<file path="config.mk">
export PLATFORM = sky130hd
export DESIGN_NAME = blitgc_regs
export DESIGN_NICKNAME = d
export VERILOG_FILES = /design/src/core/blitgc_pkg.sv /design/src/core/blitgc_color_sel.sv /design/src/core/blitgc_regs.sv
export SDC_FILE = /design/constraint.sdc
export NUM_CORES = 1
export LEC_CHECK = 0
export ABC_AREA = 1
export ABC_CLOCK_PERIOD_IN_PS = 2600
export BUFFER_PORTS_ARGS = -buffer_cell sky130_fd_sc_hd__buf_2
export CAP_MARGIN = 20
export CORE_ASPECT_RATIO = 0.9
export CORE_MARGIN = 2
export CORE_UTILIZATION = 25
export DETAILED_ROUTE_END_ITERATION = 12
export SYNTH_ARGS = -nofsm -noshare
export SYNTH_HDL_FRONTEND = slang
export SYNTH_HIERARCHICAL = 1
export SYNTH_SLANG_ARGS = --single-unit
</file>
<file path="constraint.sdc">
create_clock -name clock -period 2.6 [get_ports clock]
set_clock_uncertainty 0.05 [all_clocks]
set_input_delay 0.26 -clock clock [delete_from_list [all_inputs] [get_ports clock]]
set_output_delay 0.26 -clock clock [all_outputs]
set_load 0.02 [all_outputs]
</file>
<file path="src/core/blitgc_pkg.sv">
// Purpose: shared constants and types of the blit geometry and color register set
// Assumes: 32-bit bus words, one byte register in the low lane of each word
// Notes: byte address of a register is four times its index
//==============================================================
// blit geometry and color constants
//==============================================================
package blitgc_pkg;

  // number of writable byte registers held in the bank
  localparam int unsigned NREG = 14;
  // width of a register index taken from the byte address
  localparam int unsigned IDX_W = 10;

  //==============================================================
  // register indices
  //==============================================================
  localparam logic [9:0] IDX_DEST_LO = 10'h108;
  localparam logic [9:0] IDX_DEST_MID = 10'h109;
  localparam logic [9:0] IDX_DEST_HI = 10'h10a;
  localparam logic [9:0] IDX_OFS_LO = 10'h10c;
  localparam logic [9:0] IDX_OFS_HI = 10'h10d;
  localparam logic [9:0] IDX_WIDTH_LO = 10'h110;
  localparam logic [9:0] IDX_WIDTH_HI = 10'h111;
  localparam logic [9:0] IDX_HEIGHT_LO = 10'h112;
  localparam logic [9:0] IDX_HEIGHT_HI = 10'h113;
  localparam logic [9:0] IDX_BG_LO = 10'h114;
  localparam logic [9:0] IDX_BG_HI = 10'h115;
  localparam logic [9:0] IDX_FG_LO = 10'h118;
  localparam logic [9:0] IDX_FG_HI = 10'h119;
  localparam logic [9:0] IDX_OP_CTRL = 10'h11c;
  // read-only status, not part of the writable array
  localparam logic [9:0] IDX_STATUS = 10'h11d;

  //==============================================================
  // slots of each register inside the array
  //==============================================================
  localparam int unsigned SLOT_DEST_LO = 0;
  localparam int unsigned SLOT_DEST_MID = 1;
  localparam int unsigned SLOT_DEST_HI = 2;
  localparam int unsigned SLOT_OFS_LO = 3;
  localparam int unsigned SLOT_OFS_HI = 4;
  localparam int unsigned SLOT_WIDTH_LO = 5;
  localparam int unsigned SLOT_WIDTH_HI = 6;
  localparam int unsigned SLOT_HEIGHT_LO = 7;
  localparam int unsigned SLOT_HEIGHT_HI = 8;
  localparam int unsigned SLOT_BG_LO = 9;
  localparam int unsigned SLOT_BG_HI = 10;
  localparam int unsigned SLOT_FG_LO = 11;
  localparam int unsigned SLOT_FG_HI = 12;
  localparam int unsigned SLOT_OP_CTRL = 13;

  // index of each slot, in slot order
  localparam logic [9:0] REG_IDX [NREG] = '{
    IDX_DEST_LO, IDX_DEST_MID, IDX_DEST_HI, IDX_OFS_LO, IDX_OFS_HI,
    IDX_WIDTH_LO, IDX_WIDTH_HI, IDX_HEIGHT_LO, IDX_HEIGHT_HI,
    IDX_BG_LO, IDX_BG_HI, IDX_FG_LO, IDX_FG_HI, IDX_OP_CTRL};

  // implemented bits of each slot; the rest store and read as zero
  localparam logic [7:0] REG_MASK [NREG] = '{
    8'hff, 8'hff, 8'h1f, 8'hff, 8'h07, 8'hff, 8'h03, 8'hff, 8'h03,
    8'hff, 8'hff, 8'hff, 8'hff, 8'h1f};

  // reset value of every slot
  localparam logic [7:0] REG_RST = 8'h00;

  //==============================================================
  // field layouts
  //==============================================================
  localparam int unsigned DEST_W = 21;
  localparam int unsigned OFS_W = 11;
  localparam int unsigned SIZE_W = 10;
  localparam int unsigned COLOR_W = 16;
  localparam int unsigned CTRL_OP_LSB = 0;
  localparam int unsigned CTRL_BPP16_BIT = 4;
  localparam int unsigned STAT_SOLID_BIT = 0;
  localparam int unsigned STAT_EXPAND_BIT = 1;
  localparam int unsigned STAT_KEY_BIT = 2;
  localparam int unsigned STAT_PATW_BIT = 3;
  // pattern fills need width of two pixels, i.e. width minus one of one
  localparam logic [9:0] MIN_PAT_WIDTH_M1 = 10'h001;

  //==============================================================
  // operation codes and bus states
  //==============================================================
  typedef enum logic [3:0] {
    OP_TRANS_MOVE_POS = 4'h5,
    OP_PAT_ROP = 4'h6,
    OP_PAT_TRANS = 4'h7,
    OP_COLOR_EXP = 4'h8,
    OP_COLOR_EXP_TRANS = 4'h9,
    OP_MOVE_EXP = 4'ha,
    OP_MOVE_EXP_TRANS = 4'hb,
    OP_SOLID_FILL = 4'hc
  } blitgc_op_e;

  typedef enum logic [0:0] {
    BUS_IDLE = 1'b0,
    BUS_ACK = 1'b1
  } blitgc_bus_e;

  // avalon response codes
  localparam logic [1:0] RESP_OKAY = 2'h0;
  localparam logic [1:0] RESP_SLVERR = 2'h2;

endpackage

</file>
<file path="src/core/blitgc_color_sel.sv">
// Purpose: decode of the blit operation and selection of the colors it uses
// Assumes: pure combinational, registered by the parent
// Notes: codes outside the decoded set use no color at all
`timescale 1ns/1ns
`default_nettype none
//==============================================================
// color usage decode
//==============================================================
module blitgc_color_sel (
  input wire logic [3:0] op_code,
  input wire logic bpp16,
  input wire logic [15:0] fg_raw,
  input wire logic [15:0] bg_raw,
  output logic [15:0] fg_eff,
  output logic [15:0] bg_eff,
  output logic solid_fill,
  output logic color_expand,
  output logic key_en,
  output logic pattern_op
);

  // upper byte kept only in 16 bpp
  wire logic [15:0] depth_mask;
  // decoded operation groups
  wire logic is_solid;
  wire logic is_expand;
  wire logic is_key;

  assign depth_mask = bpp16 ? 16'hffff : 16'h00ff;
  assign is_solid = (op_code == blitgc_pkg::OP_SOLID_FILL);
  assign is_expand = (op_code == blitgc_pkg::OP_COLOR_EXP) ||
                     (op_code == blitgc_pkg::OP_COLOR_EXP_TRANS) ||
                     (op_code == blitgc_pkg::OP_MOVE_EXP) ||
                     (op_code == blitgc_pkg::OP_MOVE_EXP_TRANS);
  assign is_key = (op_code == blitgc_pkg::OP_TRANS_MOVE_POS) ||
                  (op_code == blitgc_pkg::OP_PAT_TRANS) ||
                  (op_code == blitgc_pkg::OP_COLOR_EXP_TRANS) ||
                  (op_code == blitgc_pkg::OP_MOVE_EXP_TRANS);
  // fill value for solid fill, foreground for expansion
  assign fg_eff = (is_solid || is_expand) ? (fg_raw & depth_mask) : 16'h0000;
  // background for expansion, key for transparency
  assign bg_eff = (is_expand || is_key) ? (bg_raw & depth_mask) : 16'h0000;
  assign solid_fill = is_solid;
  assign color_expand = is_expand;
  assign key_en = is_key;
  assign pattern_op = (op_code == blitgc_pkg::OP_PAT_ROP) ||
                      (op_code == blitgc_pkg::OP_PAT_TRANS);

endmodule
`default_nettype wire

</file>
<file path="src/core/blitgc_regs.sv">
// Purpose: blit geometry and color registers behind an avalon-mm slave
// Assumes: single clock, synchronous active-high reset, 32-bit bus
// Notes: every output to the engine is a flip-flop
//
// Contract
// - hold 21-bit destination start address
// - destination address seeds engine write start
// - hold 11-bit line-to-line word offset
// - offset used only for rectangle addresses
// - display refresh never sees the offset
// - hold 10-bit width as pixels minus one
// - hold 10-bit height as lines minus one
// - background is expansion color and key
// - foreground is expansion and fill color
// - 16 bpp all bits, 8 bpp low byte
// - decode solid fill and color expansion codes
//
// Chosen here: the Avalon-MM register port.
`timescale 1ns/1ns
`default_nettype none
//==============================================================
// register bank top
//==============================================================
module blitgc_regs #(
  parameter int unsigned ADDR_W = 12
) (
  input wire logic clock,
  input wire logic rst,
  // avalon-mm slave, byte address
  input wire logic [ADDR_W-1:0] address,
  input wire logic read,
  input wire logic write,
  input wire logic [31:0] writedata,
  input wire logic [3:0] byteenable,
  output logic [31:0] readdata,
  output logic waitrequest,
  output logic [1:0] response,
  // engine control, same clock
  input wire logic blit_start,
  input wire logic line_advance,
  // engine parameters
  output logic [20:0] blit_dest_addr,
  output logic [20:0] blit_line_start,
  output logic [10:0] blit_line_offset,
  output logic [9:0] blit_width_m1,
  output logic [9:0] blit_height_m1,
  output logic [15:0] blit_fg_color,
  output logic [15:0] blit_bg_color,
  output logic [3:0] blit_op_code,
  output logic blit_bpp16,
  output logic blit_solid_fill,
  output logic blit_color_expand,
  output logic blit_key_en
);

  //==============================================================
  // declarations
  //==============================================================
  // handshake state of the slave
  blitgc_pkg::blitgc_bus_e bus_state_r;
  blitgc_pkg::blitgc_bus_e bus_state_nxt;
  // registered bus outputs
  logic waitrequest_r;
  logic [31:0] readdata_r;
  logic [1:0] response_r;
  // byte storage, one entry per register
  logic [7:0] reg_r [blitgc_pkg::NREG];
  // register index from the byte address
  wire logic [9:0] reg_idx;
  // per-slot hit and read terms
  wire logic [blitgc_pkg::NREG-1:0] hit_vec;
  wire logic [7:0] rd_term [blitgc_pkg::NREG];
  // or-chain of the read terms
  wire logic [7:0] rd_chain [blitgc_pkg::NREG+1];
  // decode results
  wire logic any_hit;
  wire logic stat_hit;
  wire logic mapped;
  wire logic req;
  wire logic wr_fire;
  wire logic [7:0] rd_byte;
  wire logic [7:0] status_byte;
  // assembled fields
  wire logic [20:0] dest_field;
  wire logic [10:0] ofs_field;
  wire logic [9:0] width_field;
  wire logic [9:0] height_field;
  wire logic [15:0] bg_field;
  wire logic [15:0] fg_field;
  wire logic [3:0] op_field;
  wire logic bpp_field;
  // color selection results
  wire logic [15:0] fg_sel;
  wire logic [15:0] bg_sel;
  wire logic solid_sel;
  wire logic expand_sel;
  wire logic key_sel;
  wire logic pattern_sel;
  // pattern fill programmed too narrow
  wire logic pat_width_bad;
  // registered engine outputs
  logic [20:0] dest_r;
  logic [20:0] line_start_r;
  logic [20:0] line_start_nxt;
  logic [10:0] ofs_r;
  logic [9:0] width_r;
  logic [9:0] height_r;
  logic [15:0] fg_r;
  logic [15:0] bg_r;
  logic [3:0] op_r;
  logic bpp_r;
  logic solid_r;
  logic expand_r;
  logic key_r;
  logic pat_bad_r;

  //==============================================================
  // address decode
  //==============================================================
  // low two address bits ignored, one register per word
  assign reg_idx = address[11:2];
  // a request is live while read or write is high
  assign req = read || write;
  // status is read-only and sits outside the array
  assign stat_hit = (reg_idx == blitgc_pkg::IDX_STATUS);
  assign any_hit = |hit_vec;
  assign mapped = any_hit || stat_hit;
  // write lands at the edge where waitrequest is seen low
  assign wr_fire = (bus_state_r == blitgc_pkg::BUS_ACK) && write && byteenable[0];

  //==============================================================
  // register storage, one entry per slot
  //==============================================================
  assign rd_chain[0] = 8'h00;
  for (genvar gi = 0; gi < blitgc_pkg::NREG; gi++) begin : g_reg
    // index match for this slot
    assign hit_vec[gi] = (reg_idx == blitgc_pkg::REG_IDX[gi]);
    // masked store: unused bits never hold a one
    always_ff @(posedge clock) begin
      if (rst) begin
        reg_r[gi] <= blitgc_pkg::REG_RST;
      end else if (wr_fire && hit_vec[gi]) begin
        reg_r[gi] <= writedata[7:0] & blitgc_pkg::REG_MASK[gi];
      end
    end
    // this slot drives the read byte only on a hit
    assign rd_term[gi] = hit_vec[gi] ? reg_r[gi] : 8'h00;
    assign rd_chain[gi+1] = rd_chain[gi] | rd_term[gi];
  end

  //==============================================================
  // read data selection
  //==============================================================
  // status shows the decoded state of the programmed operation
  assign status_byte = {4'h0, pat_bad_r, key_r, expand_r, solid_r};
  // unmapped words read as zero
  assign rd_byte = stat_hit ? status_byte : rd_chain[blitgc_pkg::NREG];

  //==============================================================
  // bus handshake
  //==============================================================
  // one wait cycle, then a single answer cycle
  // a registered waitrequest costs that wait
  always_comb begin
    bus_state_nxt = bus_state_r;
    case (bus_state_r)
      blitgc_pkg::BUS_IDLE: begin
        // request seen: answer in the next cycle
        if (req) begin
          bus_state_nxt = blitgc_pkg::BUS_ACK;
        end
      end
      blitgc_pkg::BUS_ACK: begin
        // master completes on this edge and releases
        bus_state_nxt = blitgc_pkg::BUS_IDLE;
      end
      default: begin
        bus_state_nxt = blitgc_pkg::BUS_IDLE;
      end
    endcase
  end

  // state register
  always_ff @(posedge clock) begin
    if (rst) begin
      bus_state_r <= blitgc_pkg::BUS_IDLE;
    end else begin
      bus_state_r <= bus_state_nxt;
    end
  end

  // waitrequest low for exactly the answer cycle
  always_ff @(posedge clock) begin
    if (rst) begin
      waitrequest_r <= 1'b1;
    end else begin
      waitrequest_r <= (bus_state_nxt != blitgc_pkg::BUS_ACK);
    end
  end

  // read data and response captured as the answer cycle opens
  always_ff @(posedge clock) begin
    if (rst) begin
      readdata_r <= 32'h0000_0000;
      response_r <= blitgc_pkg::RESP_OKAY;
    end else if (bus_state_r == blitgc_pkg::BUS_IDLE && req) begin
      readdata_r <= {24'h00_0000, rd_byte};
      response_r <= mapped ? blitgc_pkg::RESP_OKAY : blitgc_pkg::RESP_SLVERR;
    end
  end

  //==============================================================
  // field assembly
  //==============================================================
  // three bytes form the destination start
  assign dest_field = {reg_r[blitgc_pkg::SLOT_DEST_HI][4:0],
                       reg_r[blitgc_pkg::SLOT_DEST_MID],
                       reg_r[blitgc_pkg::SLOT_DEST_LO]};
  // low byte plus three upper bits of line offset
  assign ofs_field = {reg_r[blitgc_pkg::SLOT_OFS_HI][2:0],
                      reg_r[blitgc_pkg::SLOT_OFS_LO]};
  // width and height stored minus one, passed as is
  assign width_field = {reg_r[blitgc_pkg::SLOT_WIDTH_HI][1:0],
                        reg_r[blitgc_pkg::SLOT_WIDTH_LO]};
  assign height_field = {reg_r[blitgc_pkg::SLOT_HEIGHT_HI][1:0],
                         reg_r[blitgc_pkg::SLOT_HEIGHT_LO]};
  // raw 16-bit colors
  assign bg_field = {reg_r[blitgc_pkg::SLOT_BG_HI],
                     reg_r[blitgc_pkg::SLOT_BG_LO]};
  assign fg_field = {reg_r[blitgc_pkg::SLOT_FG_HI],
                     reg_r[blitgc_pkg::SLOT_FG_LO]};
  // operation code and color depth select
  assign op_field = reg_r[blitgc_pkg::SLOT_OP_CTRL][blitgc_pkg::CTRL_OP_LSB +: 4];
  assign bpp_field = reg_r[blitgc_pkg::SLOT_OP_CTRL][blitgc_pkg::CTRL_BPP16_BIT];

  //==============================================================
  // color selection
  //==============================================================
  blitgc_color_sel u_color_sel (
    .op_code(op_field),
    .bpp16(bpp_field),
    .fg_raw(fg_field),
    .bg_raw(bg_field),
    .fg_eff(fg_sel),
    .bg_eff(bg_sel),
    .solid_fill(solid_sel),
    .color_expand(expand_sel),
    .key_en(key_sel),
    .pattern_op(pattern_sel)
  );

  // flag only; the engine is not stopped, software owns the limit
  assign pat_width_bad = pattern_sel &&
                         (width_field < blitgc_pkg::MIN_PAT_WIDTH_M1);

  //==============================================================
  // engine parameter outputs
  //==============================================================
  // geometry registered toward the engine
  always_ff @(posedge clock) begin
    if (rst) begin
      dest_r <= 21'h00_0000;
      ofs_r <= 11'h000;
      width_r <= 10'h000;
      height_r <= 10'h000;
    end else begin
      dest_r <= dest_field;
      ofs_r <= ofs_field;
      width_r <= width_field;
      height_r <= height_field;
    end
  end

  // colors and decoded mode registered toward the engine
  always_ff @(posedge clock) begin
    if (rst) begin
      fg_r <= 16'h0000;
      bg_r <= 16'h0000;
      op_r <= 4'h0;
      bpp_r <= 1'b0;
      solid_r <= 1'b0;
      expand_r <= 1'b0;
      key_r <= 1'b0;
      pat_bad_r <= 1'b0;
    end else begin
      fg_r <= fg_sel;
      bg_r <= bg_sel;
      op_r <= op_field;
      bpp_r <= bpp_field;
      solid_r <= solid_sel;
      expand_r <= expand_sel;
      key_r <= key_sel;
      pat_bad_r <= pat_width_bad;
    end
  end

  //==============================================================
  // line start walker
  //==============================================================
  // start reloads the destination; each line adds the offset
  // start wins so a new blit never inherits an old line position
  always_comb begin
    line_start_nxt = line_start_r;
    if (blit_start) begin
      line_start_nxt = dest_r;
    end else if (line_advance) begin
      line_start_nxt = 21'(line_start_r + {10'h000, ofs_r});
    end
  end

  // walker register; offset feeds only this walker and blit_line_offset
  always_ff @(posedge clock) begin
    if (rst) begin
      line_start_r <= 21'h00_0000;
    end else begin
      line_start_r <= line_start_nxt;
    end
  end

  //==============================================================
  // output drive
  //==============================================================
  assign readdata = readdata_r;
  assign waitrequest = waitrequest_r;
  assign response = response_r;
  assign blit_dest_addr = dest_r;
  assign blit_line_start = line_start_r;
  // offset leaves only toward the blit engine
  assign blit_line_offset = ofs_r;
  assign blit_width_m1 = width_r;
  assign blit_height_m1 = height_r;
  assign blit_fg_color = fg_r;
  assign blit_bg_color = bg_r;
  assign blit_op_code = op_r;
  assign blit_bpp16 = bpp_r;
  assign blit_solid_fill = solid_r;
  assign blit_color_expand = expand_r;
  assign blit_key_en = key_r;

endmodule
`default_nettype wire

</file>
* Word-level counts from Yosys, hierarchy flattened *
Memory sizes are Yosys's and may differ from the RTL's.
Index checks and enable logic that the tools add are counted.

operators by class
  add/subtract/negate cells = 1
  reduce and logical (&&, ||, !) cells = 33
  magnitude comparators = 1
  mux-type cells = 79
  bitwise operators = 33
  equal/unequal tests = 23

operator list
  cell                 count
  $mux 8               29
  $eq 10x9->1 const B  15
  $or 8x8->8           13
  $mux 1               45
  $mux 21              2
  $and 16x16->16       2
  $add 21x11->21       1
  $eq 4x4->1 const B   5
  $logic_and 1x1->1    18
  $mux 16              1
  $or 1x1->1           14
  $reduce_or 14->1     1
  $eq 4x3->1 const B   3
  $logic_or 1x1->1     11
  $lt 10x1->1 const B  1
  $not 1->1            4
  $reduce_or 2->1      2
  $mux 2               1
  $pmux 1 s2           1
  $reduce_bool 2->1    1

storage, ports and cells
  logic and storage cells = 188
  bits in writable memories = 112
  bits of input ports = 54
  memories = 1
  output and inout bits = 148
  register bits = 126

memory list
  memory  depth  width  read ports  clocked after memory_dff  write ports  line               text
  reg_r   14     8      14          0                         14           blitgc_regs.sv:67  logic [7:0] reg_r [blitgc_pkg::NREG];

* Longest topological paths before layout *
  word-level depth = 16
  depth in mapped cells = 14
  gate-level depth less buffers = 14

* Cells and area by module *
Netlist, hierarchy kept.

modules (own cells, without submodules)
  module            seq. area each (um2)  times used  cells each  area each (um2)
  blitgc_regs       5175.0                1           1109        9265.1
  blitgc_color_sel  0.0                   1           78          436.7

* Worst setup path after synthesis *
Ideal clock, no wire load.

  path kind = register to register
  start = reg line_start_r[0] (netlist: blit_line_start[0])
  end = reg line_start_r[18] (netlist: blit_line_start[18])
  cell stages (with the launch flop) = 15
  clock period less this slack = 2.047 ns
  data arrival time = 1.926 ns
  setup time = 0.071 ns
  buffers on the path = 0
  data required time = 2.479 ns
  setup slack = 0.553 ns
  path through = dfxtp_1 -> ha_1 -> inv_1 -> fa_1 -> inv_1 -> nand3_1 -> nand2_1 -> nand2_1 -> nand2_1 -> nand3_1 -> nand2_1 -> nand2_1 -> nand2_1 -> nand3_1 -> a21oi_1

on the way
  word-level cells in the longest chain between the ends = 3

RTL lines
  what                    line                text
  start, declared         blitgc_regs.sv:103  logic [20:0] line_start_r;
  start signal, assigned  blitgc_regs.sv:316  line_start_r <= line_start_nxt;
  $add 21x11->21          blitgc_regs.sv:307  line_start_nxt = 21'(line_start_r + {10'h000, ofs_r});
  $mux 21                 blitgc_regs.sv:306  end else if (line_advance) begin
  $mux 21                 blitgc_regs.sv:304  if (blit_start) begin

No other way between the ends. The select of a mux whose other input is x is not followed.
A chain may end at the register's enable or synchronous reset.

* Final worst setup path *
Same ends and word-level chain as after synthesis.

==> results.txt <==
The run finished with clean final reports. The number of I/O pins came out at 202. The final number of hold-violating endpoints came out at 0. The final period demand of the worst path is 2.32 ns. Summing all multi-input logic gate instances after layout gives 3560 µm². The setup slack of the worst register-to-register path came out at 0.28 ns. The number of violations reported at the end of detailed-routing iteration 0 is 748. 0 antenna diodes ended up in the layout.

The critical-path maximum fanout came out at 6. Clock-pin slew was measured on the worst setup and hold paths at 0.07 ns. The largest stage delay on the critical path is 0.36 ns.

The type of destination of the critical path is a register. The internal power of the cells is 5930 µW. The clock insertion delay at the later pin of the skew report came out at 0.54 ns. The number of distinct library cells after synthesis came out at 42. Registers take 5170 µm². The quantity of gates resized following cts came out at 0.

The kind of launch point of the worst setup path is a register. At the end of routability-driven placement, the weighted congestion stood at 0.929. The area share of the largest cell type after synthesis is 27.5%.

The total core area came out at 38,300 µm². The number of antenna violations at the first check in global routing is 1. Setup repair after global routing left no endpoint under its margin.

The critical path arrival is 2.72 ns. The power density of the placed cells is 665 nW/µm². The final-stage net count is 1,421. The max-slew headroom at the worst pin is 45.1%. The number of nets with antenna violations after routing is 0. The Yosys step of the flow raised 6 warnings. The first-pass GRT wire length is 47.6 mm. Summed over all cells, the static leakage comes to 0.00545 µW.

Prior to clock tree synthesis, the placed netlist has a worst setup slack of 0.363 ns. The number of clock sinks is 214. The combinational power share is 7.1%. The number of detailed-route iterations in the first pass is 5. The total net switching power came out at 1990 µW. The number of design rule violations left after detail routing came out at 0. A synthesized cell averages 8.17 µm². The cell sitting at the root of the clock tree is a sky130_fd_sc_hd__clkbuf_16.

The path class of the tightest hold or removal check is primary input to register. For this run, asynchronously set or reset flops after synthesis account for 0%. The number of standard cells after synthesis is 1,187.

The library cell with the largest summed area after synthesis is sky130_fd_sc_hd__edfxtp_1. The die covers 40,400 µm². Across the VDD grid, the largest voltage drop is 396 µV.

Per report_power, the sequential group accounts for 46.3% of the total. The H-tree depth reported by CTS came out at 1. The initial core utilization came out at 25.3%.

By instance count, the leading cell after synthesis is sky130_fd_sc_hd__nor2_1. The number of global-route vias before repair is 7,906. The total detailed-routing wirelength came out at 31.8 mm. Dividing the final minimum period by the clock period gives 89.2%.

In the global route stage, overall resource usage came out at 15.5%. For the pin with the worst max-slew slack, the measured transition is 0.824 ns. Hold repair after CTS inserted 0 buffers. The post-route worst setup slack is 0.281 ns. The critical path is of the register to register type. The synthesis-to-finish area growth is 22.7%. The buffer levels on the longest clock path came out at 3. The final-report max-slew violation count came out at 0. The sequential cell area fraction in the yosys report is 53.3%. The leading register cell type out of synthesis is sky130_fd_sc_hd__dfxtp_1. For this run, the top clock speed supported by timing is 431 MHz. The number of standard-cell rows in the floorplan came out at 68.

The total number of vias came out at 8,277. Post-CTS timing repair inserted 0 buffers for setup. Using the TritonRoute via totals, the vias-per-cell ratio works out to 4.44. The total congestion overflow is 0. The filler cell count in the final layout came out at 4,138. The die is 212 µm wide. Among the stages of the critical path, the cell type that occurs most often is sky130_fd_sc_hd__nand2_1.

The CTS tree is done. The summed instance area of the synthesized netlist came out at 9700 µm². The sum of negative setup slack came out at 0 ns. The wire length per cell came out at 17.1 µm.

The total of endpoints with negative setup slack in the final report came out at 0. Buffers inserted during clock tree synthesis total 26. The number of flops mapped to enable cells by yosys is 89. The synthesis-stage register bit count is 214. The critical path required time came out at 3.00 ns. The quantity of I/O buffers inserted on ports is 147. The commonest cells after synthesis are sky130_fd_sc_hd__nor2_1, sky130_fd_sc_hd__nand2_1, sky130_fd_sc_hd__inv_1.

For this design, the slowest cell found on the critical path is sky130_fd_sc_hd__fa_1. The fraction of final layout cells sized beyond drive strength 1 is 19.7%. The vertical extent of the die is 191 µm. Entering global routing, the biggest net connects 77 pins. The post-DP HPWL is 24.1 mm. In this run, the clock network consumes 46.7% of the power. The number of max-cap violations is 0. Traced cell by cell, the critical path runs through ha_1 -> inv_1 -> fa_1 -> inv_1 -> nand3_1 -> nand2_1 -> nand2_1 -> nand2_1 -> nand3_1 -> nand2_1 -> nand2_1 -> nand2_1 -> nand3_1 -> a21oi_1. Sorting the synthesized cells by area gives the leading types as sky130_fd_sc_hd__edfxtp_1, sky130_fd_sc_hd__dfxtp_1, sky130_fd_sc_hd__nor2_1. The switching power as a share of total power came out at 25.1%.
-- worst paths after layout --
kind | end | start | cells after the start
setup / recovery | blit_line_start[18] | blit_line_start[0] | 14
hold / removal | reg_r[8][1] | address[4] | 4
setup reg to reg | blit_line_start[18] | blit_line_start[0] | 14
hold reg to reg | response[1] | response[1] | 2
-- registers in the layout (all words and copies together) (netlist names), 4 cells and up --
signal,count
blit_line_start,21
reg_r,89
blit_line_offset,11
blit_dest_addr,21
readdata,8
blit_op_code,4
blit_fg_color,16
blit_height_m1,10
blit_bg_color,16
blit_width_m1,10
-- per-layer routing --
metal	wire length, µm	track usage (%)	share of wire, %
met1	15500	22.8	49
met2	13900	23.7	44
met3	1850	2.31	5.8
met4	551	3.49	1.7
met5	11	0	0.035
-- kinds of logic after synthesis --
kind of cell	share of synthesized area [%]
buf+inv	10.9
compound gates	5.83
simple gates	28.1
flops	53.3
fa+ha+maj	1.62
other cells	0.0387
xor+xnor	0.181
-- cells in the final DEF (no fill, tap or decap), types with 4 or more instances in the layout --
master | netlist | routed
sky130_fd_sc_hd__clkbuf_16 | 0 | 27
sky130_fd_sc_hd__nand3b_1 | 7 | 7
sky130_fd_sc_hd__buf_4 | 27 | 33
sky130_fd_sc_hd__inv_2 | 6 | 6
sky130_fd_sc_hd__nand4_1 | 22 | 22
sky130_fd_sc_hd__o21ai_0 | 29 | 29
sky130_fd_sc_hd__conb_1 | 1 | 25
sky130_fd_sc_hd__a31oi_1 | 5 | 5
sky130_fd_sc_hd__clkinv_2 | 0 | 5
sky130_fd_sc_hd__nand3_1 | 94 | 94
sky130_fd_sc_hd__nor2_2 | 6 | 6
sky130_fd_sc_hd__nor2_1 | 274 | 274
sky130_fd_sc_hd__dfxtp_1 | 125 | 125
sky130_fd_sc_hd__inv_1 | 171 | 171
sky130_fd_sc_hd__buf_2 | 3 | 146
sky130_fd_sc_hd__clkinv_4 | 0 | 4
sky130_fd_sc_hd__nor2_4 | 15 | 15
sky130_fd_sc_hd__edfxtp_1 | 89 | 89
sky130_fd_sc_hd__clkinv_1 | 4 | 4
sky130_fd_sc_hd__a21oi_1 | 38 | 38
sky130_fd_sc_hd__or2_2 | 4 | 4
sky130_fd_sc_hd__ha_1 | 11 | 11
sky130_fd_sc_hd__nand2_1 | 173 | 173
sky130_fd_sc_hd__nand2_2 | 5 | 5
sky130_fd_sc_hd__nor3_1 | 11 | 11
sky130_fd_sc_hd__a22oi_1 | 14 | 14
-- layout make-up --
class / instances / area share (%)
flip-flops and latches: 214 / 43.5
multi-input cells: 752 / 29.9
repair buffers: 180 / 8.39
inverters: 181 / 5.71
clock inverters: 14 / 1.27
clock buffers: 33 / 6.12
well taps: 490 / 5.15
-- per-stage QoR --
step	power (µW)	utilization [%]	cells	hold WS, ns	instance area [µm²]
6_report	7920	31.1	1864	0.171	11900
5_1_grt	8190	31.1	1864	0.218	11900
4_1_cts	7980	31.1	1864	0.148	11900
3_5_place_dp	4300	28.8	1817	0.410	11000
3_3_place_gp	4290	28.8	1817	0.403	11000
2_1_floorplan	4090	-	1211	0.384	9790
-- power by group through the flow --
stage | Sequential, µW | Clock (µW) | Combinational, µW
2_1_floorplan | 3770 | 0 | 317
3_3_place_gp | 3730 | 0 | 556
3_5_place_dp | 3740 | 0 | 561
4_1_cts | 3660 | 3750 | 563
5_1_grt | 3670 | 3900 | 615
6_report | 3660 | 3690 | 561
-- worst max-delay path, delay by kind of cell, from the launching register on --
kind	cells	cell delay, ns
compound gates	1	0.12
simple gates	9	0.94
buf+inv	2	0.21
flops	1	0.34
fa+ha+maj	2	0.57
No activity file was read; power rests on OpenSTA's default activity.
